File: config.mk
export PLATFORM = sky130hd
export DESIGN_NAME = uie_top
export DESIGN_NICKNAME = d
export VERILOG_FILES = /design/src/uie_pkg.sv /design/src/uie_sync_change.sv /design/src/uie_top.sv
export SDC_FILE = /design/constraint.sdc
export NUM_CORES = 1
export LEC_CHECK = 0
export BUFFER_PORTS_ARGS = -buffer_cell sky130_fd_sc_hd__buf_2
export CORE_MARGIN = 8
export CORE_UTILIZATION = 45
export CTS_CLUSTER_SIZE = 14
export DETAILED_ROUTE_END_ITERATION = 6
export PLACE_DENSITY = 0.76
export SLEW_MARGIN = 20
export SYNTH_ARGS = -nofsm -noshare
export SYNTH_HDL_FRONTEND = slang
export SYNTH_SLANG_ARGS = --single-unit
File: constraint.sdc
create_clock -name aclk -period 1.8 [get_ports aclk]
set_input_delay 0.36 -clock aclk [delete_from_list [all_inputs] [get_ports aclk]]
set_output_delay 0.36 -clock aclk [all_outputs]
set_load 0.02 [all_outputs]
File: src/uie_pkg.sv
// constants and layouts shared by the usb interrupt enable block
package uie_pkg;
  localparam int ADDR_W = 12;
  localparam int DATA_W = 32;
  localparam int STRB_W = 4;
  localparam int NFLAG = 4;
  localparam int EP_W = 3;
  localparam int SYNC_W = 2;
  localparam int SYNC_ATTACH = 0;
  localparam int SYNC_WAKE = 1;

  localparam logic [ADDR_W-1:0] OFF_IRQ_EN = 12'h000;
  localparam logic [ADDR_W-1:0] OFF_FLAGS = 12'h004;
  localparam logic [ADDR_W-1:0] OFF_CLEAR = 12'h008;

  localparam logic [DATA_W-1:0] EN_RESET = 32'h0000_0000;
  localparam logic [DATA_W-1:0] EN_MASK = 32'h0000_810f;
  localparam logic [DATA_W-1:0] FLAG_MASK = 32'h0000_000f;

  localparam int BIT_BUS = 0;
  localparam int BIT_TXN = 1;
  localparam int BIT_ATTACH = 2;
  localparam int BIT_WAKE = 3;
  localparam int BIT_WAKE_FN = 8;
  localparam int BIT_IN_NAK = 15;

  localparam logic [1:0] RESP_OKAY = 2'h0;
  localparam logic [1:0] RESP_SLVERR = 2'h2;
endpackage

File: src/uie_sync_change.sv
// three-flop synchroniser that pulses once per settled change of a pin
`timescale 1ns/100ps
`default_nettype none
module uie_sync_change
(
  input wire logic aclk, // block clock
  input wire logic aresetn, // synchronous reset, active low
  input wire logic [uie_pkg::SYNC_W-1:0] pin_in, // asynchronous pin levels
  output logic [uie_pkg::SYNC_W-1:0] change_p // one-cycle pulse per settled change
);
  typedef struct packed {
    logic [uie_pkg::SYNC_W-1:0] s1;
    logic [uie_pkg::SYNC_W-1:0] s2;
    logic [uie_pkg::SYNC_W-1:0] s3;
    logic [uie_pkg::SYNC_W-1:0] level;
    logic [uie_pkg::SYNC_W-1:0] chg;
  } uie_sync_s;

  uie_sync_s s_q;
  uie_sync_s s_d;

  // s1 feeds only s2; a change counts once s2 and s3 agree
  always_comb
  begin
    s_d = s_q;
    s_d.s1 = pin_in;
    s_d.s2 = s_q.s1;
    s_d.s3 = s_q.s2;
    s_d.chg = ~(s_q.s2 ^ s_q.s3) & (s_q.s3 ^ s_q.level);
    s_d.level = (~(s_q.s2 ^ s_q.s3) & s_q.s3) | ((s_q.s2 ^ s_q.s3) & s_q.level);
  end

  always_ff @(posedge aclk)
  begin
    if (!aresetn)
      s_q <= '0;
    else
      s_q <= s_d;
  end

  assign change_p = s_q.chg;
endmodule
`default_nettype wire

File: src/uie_top.sv
// usb interrupt enable register with event flags, axi4-lite slave and irq
`timescale 1ns/100ps
`default_nettype none
module uie_top
(
  input wire logic aclk, // block clock, 10 mhz
  input wire logic aresetn, // synchronous reset, active low
  input wire logic [uie_pkg::ADDR_W-1:0] s_axi_awaddr, // write address
  input wire logic s_axi_awvalid, // write address valid
  output logic s_axi_awready, // write address ready
  input wire logic [uie_pkg::DATA_W-1:0] s_axi_wdata, // write data
  input wire logic [uie_pkg::STRB_W-1:0] s_axi_wstrb, // write byte strobes
  input wire logic s_axi_wvalid, // write data valid
  output logic s_axi_wready, // write data ready
  output logic [1:0] s_axi_bresp, // write response
  output logic s_axi_bvalid, // write response valid
  input wire logic s_axi_bready, // write response ready
  input wire logic [uie_pkg::ADDR_W-1:0] s_axi_araddr, // read address
  input wire logic s_axi_arvalid, // read address valid
  output logic s_axi_arready, // read address ready
  output logic [uie_pkg::DATA_W-1:0] s_axi_rdata, // read data
  output logic [1:0] s_axi_rresp, // read response
  output logic s_axi_rvalid, // read data valid
  input wire logic s_axi_rready, // read data ready
  input wire logic bus_event, // suspend or resume seen, one-cycle pulse
  input wire logic txn_event, // token or handshake event, one-cycle pulse
  input wire logic in_nak, // nak given to an in token, one-cycle pulse
  input wire logic [uie_pkg::EP_W-1:0] in_nak_ep, // endpoint of that nak
  input wire logic attach_pin, // asynchronous attach level
  input wire logic wake_pin, // asynchronous bus activity level
  output logic irq, // interrupt request, level, active high
  output logic wake_function_en, // wake-up function enabled
  output logic in_nak_report_en, // in-nak reporting enabled
  output logic endpoint_state_wr, // write nak into endpoint state, pulse
  output logic [uie_pkg::EP_W-1:0] endpoint_state_ep // endpoint to update
);
  typedef struct packed {
    logic [uie_pkg::DATA_W-1:0] en;
    logic [uie_pkg::NFLAG-1:0] flags;
    logic irq;
    logic aw_full;
    logic [uie_pkg::ADDR_W-1:0] aw_addr;
    logic w_full;
    logic [uie_pkg::DATA_W-1:0] w_data;
    logic [uie_pkg::STRB_W-1:0] w_strb;
    logic bvalid;
    logic [1:0] bresp;
    logic rvalid;
    logic [uie_pkg::DATA_W-1:0] rdata;
    logic [1:0] rresp;
    logic nak_wr;
    logic [uie_pkg::EP_W-1:0] nak_ep;
  } uie_state_s;

  uie_state_s s_q;
  uie_state_s s_d;
  logic [uie_pkg::SYNC_W-1:0] pin_change;
  logic [uie_pkg::NFLAG-1:0] set_ev;
  logic [uie_pkg::NFLAG-1:0] clr_ev;
  logic [uie_pkg::DATA_W-1:0] wmerged;
  logic write_go;

  uie_sync_change u_sync
  (
    .aclk(aclk),
    .aresetn(aresetn),
    .pin_in({wake_pin, attach_pin}),
    .change_p(pin_change)
  );

  // word-aligned match; low two address bits are ignored
  function automatic logic hit(input logic [uie_pkg::ADDR_W-1:0] a, input logic [uie_pkg::ADDR_W-1:0] off);
    hit = (a[uie_pkg::ADDR_W-1:2] == off[uie_pkg::ADDR_W-1:2]);
  endfunction

  function automatic logic [uie_pkg::DATA_W-1:0] merge(input logic [uie_pkg::DATA_W-1:0] old,
    input logic [uie_pkg::DATA_W-1:0] wd, input logic [uie_pkg::STRB_W-1:0] strb);
    merge = old;
    for (int i = 0; i < uie_pkg::STRB_W; i++)
    begin
      if (strb[i])
        merge[i*8 +: 8] = wd[i*8 +: 8];
    end
  endfunction

  assign s_axi_awready = !s_q.aw_full;
  assign s_axi_wready = !s_q.w_full;
  assign s_axi_arready = !s_q.rvalid;
  assign write_go = s_q.aw_full && s_q.w_full && !s_q.bvalid;

  always_comb
  begin
    s_d = s_q;
    set_ev = '0;
    clr_ev = '0;
    wmerged = '0;
    s_d.nak_wr = 1'b0;
    if (s_axi_awvalid && !s_q.aw_full)
    begin
      s_d.aw_full = 1'b1;
      s_d.aw_addr = s_axi_awaddr;
    end
    if (s_axi_wvalid && !s_q.w_full)
    begin
      s_d.w_full = 1'b1;
      s_d.w_data = s_axi_wdata;
      s_d.w_strb = s_axi_wstrb;
    end
    if (s_q.bvalid && s_axi_bready)
      s_d.bvalid = 1'b0;
    // a write acts only once both halves are held and the last answer is gone
    if (write_go)
    begin
      s_d.aw_full = 1'b0;
      s_d.w_full = 1'b0;
      s_d.bvalid = 1'b1;
      s_d.bresp = uie_pkg::RESP_OKAY;
      if (hit(s_q.aw_addr, uie_pkg::OFF_IRQ_EN))
        s_d.en = merge(s_q.en, s_q.w_data, s_q.w_strb) & uie_pkg::EN_MASK;
      else if (hit(s_q.aw_addr, uie_pkg::OFF_CLEAR))
      begin
        wmerged = merge('0, s_q.w_data, s_q.w_strb);
        clr_ev = wmerged[uie_pkg::NFLAG-1:0];
      end
      else if (!hit(s_q.aw_addr, uie_pkg::OFF_FLAGS))
        s_d.bresp = uie_pkg::RESP_SLVERR;
    end
    if (s_q.rvalid && s_axi_rready)
      s_d.rvalid = 1'b0;
    if (s_axi_arvalid && !s_q.rvalid)
    begin
      s_d.rvalid = 1'b1;
      s_d.rresp = uie_pkg::RESP_OKAY;
      s_d.rdata = '0;
      if (hit(s_axi_araddr, uie_pkg::OFF_IRQ_EN))
        s_d.rdata = s_q.en & uie_pkg::EN_MASK;
      else if (hit(s_axi_araddr, uie_pkg::OFF_FLAGS))
        s_d.rdata = {{(uie_pkg::DATA_W-uie_pkg::NFLAG){1'b0}}, s_q.flags};
      else if (!hit(s_axi_araddr, uie_pkg::OFF_CLEAR))
        s_d.rresp = uie_pkg::RESP_SLVERR;
    end
    set_ev[uie_pkg::BIT_BUS] = bus_event;
    set_ev[uie_pkg::BIT_ATTACH] = pin_change[uie_pkg::SYNC_ATTACH];
    // wake activity is ignored entirely while the wake function is off
    set_ev[uie_pkg::BIT_WAKE] = pin_change[uie_pkg::SYNC_WAKE] && s_q.en[uie_pkg::BIT_WAKE_FN];
    set_ev[uie_pkg::BIT_TXN] = txn_event;
    if (in_nak && s_q.en[uie_pkg::BIT_IN_NAK])
    begin
      s_d.nak_wr = 1'b1;
      s_d.nak_ep = in_nak_ep;
      set_ev[uie_pkg::BIT_TXN] = 1'b1;
    end
    // a set arriving with its clear wins, so no event is lost
    s_d.flags = (s_q.flags & ~clr_ev) | set_ev;
    s_d.irq = 1'b0;
    s_d.irq = s_d.irq | (s_d.flags[uie_pkg::BIT_BUS] & s_d.en[uie_pkg::BIT_BUS]);
    s_d.irq = s_d.irq | (s_d.flags[uie_pkg::BIT_TXN] & s_d.en[uie_pkg::BIT_TXN]);
    s_d.irq = s_d.irq | (s_d.flags[uie_pkg::BIT_ATTACH] & s_d.en[uie_pkg::BIT_ATTACH]);
    s_d.irq = s_d.irq | (s_d.flags[uie_pkg::BIT_WAKE] & s_d.en[uie_pkg::BIT_WAKE]);
  end

  always_ff @(posedge aclk)
  begin
    if (!aresetn)
    begin
      s_q <= '0;
      s_q.en <= uie_pkg::EN_RESET;
    end
    else
      s_q <= s_d;
  end

  assign s_axi_bvalid = s_q.bvalid;
  assign s_axi_bresp = s_q.bresp;
  assign s_axi_rvalid = s_q.rvalid;
  assign s_axi_rdata = s_q.rdata;
  assign s_axi_rresp = s_q.rresp;
  assign irq = s_q.irq;
  assign wake_function_en = s_q.en[uie_pkg::BIT_WAKE_FN];
  assign in_nak_report_en = s_q.en[uie_pkg::BIT_IN_NAK];
  assign endpoint_state_wr = s_q.nak_wr;
  assign endpoint_state_ep = s_q.nak_ep;

  property p_reset_enables;
    @(posedge aclk) $rose(aresetn) |-> (s_q.en == '0) && !s_q.irq;
  endproperty
  a_reset_enables: assert property (p_reset_enables) else $error("enables not zero after reset");

  property p_bus_gate;
    @(posedge aclk) disable iff (!aresetn)
      (s_q.flags[uie_pkg::BIT_BUS] && s_q.en[uie_pkg::BIT_BUS]) |-> s_q.irq;
  endproperty
  a_bus_gate: assert property (p_bus_gate) else $error("enabled bus flag without irq");

  property p_txn_gate;
    @(posedge aclk) disable iff (!aresetn)
      (txn_event && s_q.en[uie_pkg::BIT_TXN] && !write_go) |=> s_q.flags[uie_pkg::BIT_TXN] && s_q.irq;
  endproperty
  a_txn_gate: assert property (p_txn_gate) else $error("transaction event did not raise irq");

  property p_attach_gate;
    @(posedge aclk) disable iff (!aresetn)
      (s_q.flags[uie_pkg::BIT_ATTACH] && s_q.en[uie_pkg::BIT_ATTACH]) |-> s_q.irq;
  endproperty
  a_attach_gate: assert property (p_attach_gate) else $error("enabled attach flag without irq");

  property p_wake_gate;
    @(posedge aclk) disable iff (!aresetn)
      (s_q.flags[uie_pkg::BIT_WAKE] && s_q.en[uie_pkg::BIT_WAKE]) |-> s_q.irq;
  endproperty
  a_wake_gate: assert property (p_wake_gate) else $error("enabled wake flag without irq");

  property p_wake_fn_off;
    @(posedge aclk) disable iff (!aresetn)
      !s_q.en[uie_pkg::BIT_WAKE_FN] |=> !$rose(s_q.flags[uie_pkg::BIT_WAKE]);
  endproperty
  a_wake_fn_off: assert property (p_wake_fn_off) else $error("wake flag set while wake function off");

  property p_nak_off;
    @(posedge aclk) disable iff (!aresetn)
      !s_q.en[uie_pkg::BIT_IN_NAK] |=> !s_q.nak_wr;
  endproperty
  a_nak_off: assert property (p_nak_off) else $error("nak recorded while reporting off");

  property p_nak_on;
    @(posedge aclk) disable iff (!aresetn)
      (in_nak && s_q.en[uie_pkg::BIT_IN_NAK]) |=>
        s_q.nak_wr && s_q.flags[uie_pkg::BIT_TXN] && (s_q.nak_ep == $past(in_nak_ep));
  endproperty
  a_nak_on: assert property (p_nak_on) else $error("nak not recorded or flagged");

  property p_irq_cause;
    @(posedge aclk) disable iff (!aresetn)
      s_q.irq |-> (s_q.flags & s_q.en[uie_pkg::NFLAG-1:0]) != '0;
  endproperty
  a_irq_cause: assert property (p_irq_cause) else $error("irq without an enabled flag");

  property p_flag_sticky;
    @(posedge aclk) disable iff (!aresetn)
      ##1 ((s_q.flags & $past(s_q.flags) & ~$past(clr_ev)) == ($past(s_q.flags) & ~$past(clr_ev)));
  endproperty
  a_flag_sticky: assert property (p_flag_sticky) else $error("flag dropped without a clear");

  property p_reserved_zero;
    @(posedge aclk) disable iff (!aresetn)
      (s_q.en & ~uie_pkg::EN_MASK) == '0;
  endproperty
  a_reserved_zero: assert property (p_reserved_zero) else $error("reserved enable bit set");

  property p_reset_outputs;
    @(posedge aclk) !aresetn |=> !s_q.irq && !wake_function_en && !in_nak_report_en && !endpoint_state_wr
      && !s_axi_bvalid && !s_axi_rvalid && s_axi_awready && s_axi_wready && s_axi_arready;
  endproperty
  a_reset_outputs: assert property (p_reset_outputs) else $error("outputs not idle after reset");

  property p_set_wins;
    @(posedge aclk) disable iff (!aresetn)
      (set_ev != '0) |=> (s_q.flags & $past(set_ev)) == $past(set_ev);
  endproperty
  a_set_wins: assert property (p_set_wins) else $error("event did not set its flag");

  property p_clear_drops;
    @(posedge aclk) disable iff (!aresetn)
      (clr_ev != '0) |=> (s_q.flags & $past(clr_ev) & ~$past(set_ev)) == '0;
  endproperty
  a_clear_drops: assert property (p_clear_drops) else $error("cleared flag still set");

  property p_bvalid_hold;
    @(posedge aclk) disable iff (!aresetn)
      (s_axi_bvalid && !s_axi_bready) |=> s_axi_bvalid && $stable(s_axi_bresp);
  endproperty
  a_bvalid_hold: assert property (p_bvalid_hold) else $error("write response dropped before bready");

  property p_rvalid_hold;
    @(posedge aclk) disable iff (!aresetn)
      (s_axi_rvalid && !s_axi_rready) |=> s_axi_rvalid && $stable(s_axi_rdata) && $stable(s_axi_rresp);
  endproperty
  a_rvalid_hold: assert property (p_rvalid_hold) else $error("read data dropped before rready");

  property p_write_answer;
    @(posedge aclk) disable iff (!aresetn)
      write_go |=> s_axi_bvalid && s_axi_awready && s_axi_wready;
  endproperty
  a_write_answer: assert property (p_write_answer) else $error("write not answered");

  property p_read_answer;
    @(posedge aclk) disable iff (!aresetn)
      (s_axi_arvalid && s_axi_arready) |=> s_axi_rvalid && !s_axi_arready;
  endproperty
  a_read_answer: assert property (p_read_answer) else $error("read not answered");

  property p_nak_source;
    @(posedge aclk) disable iff (!aresetn)
      endpoint_state_wr |-> $past(in_nak) && $past(in_nak_report_en);
  endproperty
  a_nak_source: assert property (p_nak_source) else $error("endpoint state written without enabled nak");

  property p_flags_read;
    @(posedge aclk) disable iff (!aresetn)
      (s_axi_arvalid && s_axi_arready && hit(s_axi_araddr, uie_pkg::OFF_FLAGS)) |=>
        s_axi_rdata == {{(uie_pkg::DATA_W-uie_pkg::NFLAG){1'b0}}, $past(s_q.flags)};
  endproperty
  a_flags_read: assert property (p_flags_read) else $error("flag read returned wrong value");

  property p_en_read;
    @(posedge aclk) disable iff (!aresetn)
      (s_axi_arvalid && s_axi_arready && hit(s_axi_araddr, uie_pkg::OFF_IRQ_EN)) |=>
        (s_axi_rdata == $past(s_q.en)) && ((s_axi_rdata & ~uie_pkg::EN_MASK) == '0);
  endproperty
  a_en_read: assert property (p_en_read) else $error("enable read returned wrong value");

  property p_en_write;
    @(posedge aclk) disable iff (!aresetn)
      (write_go && hit(s_q.aw_addr, uie_pkg::OFF_IRQ_EN) && (s_q.w_strb == '1)) |=>
        s_q.en == ($past(s_q.w_data) & uie_pkg::EN_MASK);
  endproperty
  a_en_write: assert property (p_en_write) else $error("enable write not stored masked");

  property p_unmapped_write;
    @(posedge aclk) disable iff (!aresetn)
      (write_go && !hit(s_q.aw_addr, uie_pkg::OFF_IRQ_EN) && !hit(s_q.aw_addr, uie_pkg::OFF_CLEAR)
        && !hit(s_q.aw_addr, uie_pkg::OFF_FLAGS)) |=> s_axi_bresp == uie_pkg::RESP_SLVERR;
  endproperty
  a_unmapped_write: assert property (p_unmapped_write) else $error("unmapped write not refused");

  property p_flags_ro;
    @(posedge aclk) disable iff (!aresetn)
      (write_go && hit(s_q.aw_addr, uie_pkg::OFF_FLAGS)) |=> (s_axi_bresp == uie_pkg::RESP_OKAY)
        && ((s_q.flags & ~$past(set_ev)) == ($past(s_q.flags) & ~$past(set_ev)));
  endproperty
  a_flags_ro: assert property (p_flags_ro) else $error("flag register write changed flags");

  property p_irq_off;
    @(posedge aclk) disable iff (!aresetn)
      (s_q.en[uie_pkg::NFLAG-1:0] == '0) |-> !s_q.irq;
  endproperty
  a_irq_off: assert property (p_irq_off) else $error("irq with all enables off");

  property p_wake_fn_on;
    @(posedge aclk) disable iff (!aresetn)
      (pin_change[uie_pkg::SYNC_WAKE] && s_q.en[uie_pkg::BIT_WAKE_FN]) |=> s_q.flags[uie_pkg::BIT_WAKE];
  endproperty
  a_wake_fn_on: assert property (p_wake_fn_on) else $error("wake change not flagged");

  property p_attach_flag;
    @(posedge aclk) disable iff (!aresetn)
      pin_change[uie_pkg::SYNC_ATTACH] |=> s_q.flags[uie_pkg::BIT_ATTACH];
  endproperty
  a_attach_flag: assert property (p_attach_flag) else $error("attach change not flagged");

  property p_bus_flag;
    @(posedge aclk) disable iff (!aresetn)
      bus_event |=> s_q.flags[uie_pkg::BIT_BUS];
  endproperty
  a_bus_flag: assert property (p_bus_flag) else $error("bus event not flagged");
endmodule
`default_nettype wire

==> reports/metrics.csv <==
metric;value;unit
grt_max_degree;44;
row_count;26;
cts.path.max_buffers;2;
r2r_setup_slack;-0.007;ns
place_hpwl;3800;um
drt-initial-drc-count;89;
start_util;46.6;%
mostFrequentLayoutCell;buf_2;
comb_power_share;13.0;%
rsz0062_at_grt;true;
port_buffers;62;
holdWs;0.235;ns
syn_inst;271;
instances_no_fill;398;
seqPwrFrac;58.2;%
cts_tree;done;
n_fill_cell;502;
vias;1825;
drtPass1Iterations;4;
clk_transition_reported_paths;0.09;ns
crit_arrival;2.00;ns
setup_ws;-0.00746;ns
fin_nets;402;
hold_depth;2;
most-common-layout-cells;62 x buf_2, 54 x dfxtp_1, 41 x nor2_1, 32 x nand2_1, 28 x conb_1;
dpl_cell_area;2620;um^2
stdcell_area;2740;um^2
hold_violations;0;
drive_gt1_share;25.6;%
synth_edf_count;0;
synth_warnings;0;
ant_nets;0;
status;finished with violations;
cp.required;1.99;ns
fmax;553;MHz
synth_top_family_by_area;simple AND/OR/NAND/NOR gates;
die_w;89.0;um
intPower;1.65;mW
clock-sinks;55;
pwr-share-clk;28.8;%
fin_crit_sh;100;%
synth_ff_type;dfxtp_1;
hold_start;s_axi_rready;
die_h;89.0;um
post-route-util;53.3;%
yosysSeqAreaShare;46.0;%
synth_fa_ha_area_share;0;%
post_synth_num_cell_types;30;
wire_per_inst;12.2;um
num_antenna_cells;0;
switchingPower;0.582;mW
area_growth;14.3;%
htree_num_levels;2;
antenna_found_initial;0;
cts.hold.buffers_added;0;
max-cap-violations;0;
track_usage;12.6;%
max-vdd-ir-drop;0.466;mV
dp_slack;-0.0711;ns
synthMuxAreaShare;7.52;%
numCtsBuffers;5;
async_reset_ff_share;0;%
synth_compound_area_share;10.5;%
cp_max_fo;4;
io_pins;123;
core_area;5140;um^2
place_inst;388;
grt_pass1_wl;7820;um
timing.rr.end;irq;
power_density;814;nW/um^2
vias_per_cell;4.59;
drc;0;
finClkSkew;0.00389;ns
start_kind;register;
p_leak;1.27;nW
synthSimpleGateAreaFrac;21.0;%
finalSetupViolCount;1;
regArea;1100;um^2
rr_worst_depth;5;
cts_root_buffer;clkbuf_8;
netlist_area;2400;um^2
rr_startpoint;s_q[88];
failed_checks;setup timing;
end_kind;register;
wl;4860;um
crit_type;register to register;
hp-class;primary input to register;
slew_viol_final;0;
period_needed;1.81;ns
synth-xor-area-share;0;%
multi_input_area;1060;um^2
grt.overflow.total;0;
switching_share;26.1;%
yosys_register_bits;55;
synth_area_per_cell;8.84;um^2
grt_pass1_vias;1808;
die_area;7920;um^2
clk_latency;0.30;ns
hold_end;s_axi_rvalid;
gp_congestion;0.694;
==> Yosys cell counts (all sizes together) (2+ instances only) <==
master | number | area, um^2
mux2i | 18 | 180
nor2 | 41 | 154
a21oi | 23 | 115
or3 | 2 | 12.5
and2 | 7 | 43.8
buf | 40 | 300
nand3 | 3 | 15.0
a311oi | 6 | 52.6
a22oi | 2 | 15.0
clkbuf | 8 | 30.0
o21ai | 5 | 25.0
nand2 | 32 | 120
nor4 | 4 | 55.1
and3b | 2 | 17.5
dfxtp | 55 | 1100
inv | 6 | 22.5
a211oi | 2 | 15.0
nor2b | 4 | 25.0
==> how the worst max path moves through the flow <==
stage,from,to,slack (ns)
2_1_floorplan,s_q[85],irq,0.15
3_3_place_gp,s_q[85],irq,-0.05
3_5_place_dp,s_q[85],irq,-0.07
4_1_cts,s_q[88],irq,0.006
5_1_grt,s_q[88],irq,-0.1
6_report,s_q[88],irq,-0.007
==> timing repair <==
item                                    4_1_cts  5_1_grt
gates resized for setup                       3        3
endpoints found under the setup margin        1        1
buffers inserted                              2        0
pin swaps                                     3        0
cloned                                        0        0
==> flip-flops by register name, summed over array words and instances (netlist names), named ones only <==
| register | count |
|---|---|
| endpoint_state_ep | 3 |
| endpoint_state_wr | 1 |
| in_nak_report_en | 1 |
| irq | 1 |
| s_axi_bresp | 1 |
| s_axi_bvalid | 1 |
| s_axi_rdata | 6 |
| s_axi_rresp | 1 |
| s_axi_rvalid | 1 |
| s_q | 28 |
| u_sync.change_p | 2 |
| u_sync.s_d | 4 |
| u_sync.s_q | 2 |
| wake_function_en | 1 |
==> per-layer routing <==
layer	GRT usage [%]	routed length [um]	vias up
li1	-	-	949
met1	13.4	1980	808
met2	22.8	2390	66
met3	4.32	469	2
met4	4.08	19	0
met5	0	0	-
==> final cells by class <==
cell class	instances	share of cell area, %
flip-flops and latches	55	40.3
multi-input cells	188	38.6
repair buffers	70	14.0
well taps	70	3.20
clock buffers	7	2.79
inverters	7	0.960
clock inverters	1	0.183
==> kinds of logic (layout without fill, tap and decap cells) <==
group	after synthesis	count (layout)
simple gates	101	101
flops	55	55
buf+inv	55	85
compound gates	41	41
mux	18	18
other cells	1	28
==> power by group through the flow <==
stage | clock network, mW | logic [mW] | registers (mW)
finish | 0.642 | 0.291 | 1.30
global route | 0.728 | 0.323 | 1.30
CTS | 0.681 | 0.291 | 1.30
detailed placement | 0 | 0.290 | 1.32
global placement | 0 | 0.285 | 1.32
floorplan | 0 | 0.243 | 1.32
==> worst max-delay path: stages (launching register included) <==
cell and delay, ns:
dfxtp_2 0.34, nor4_4 0.39, nand4_4 0.21, mux2i_2 0.26
a311oi_2 0.07, o41a_1 0.42
==> per-stage QoR <==
step	setup TNS (ns)	power [mW]
after global routing	-0.0996	2.36
after global placement	-0.0471	1.61
final	-0.00746	2.23
after floorplan	0	1.56
after CTS	0	2.27
after detailed placement	-0.0711	1.61
Note: power is estimated with default switching activity, not from simulation.
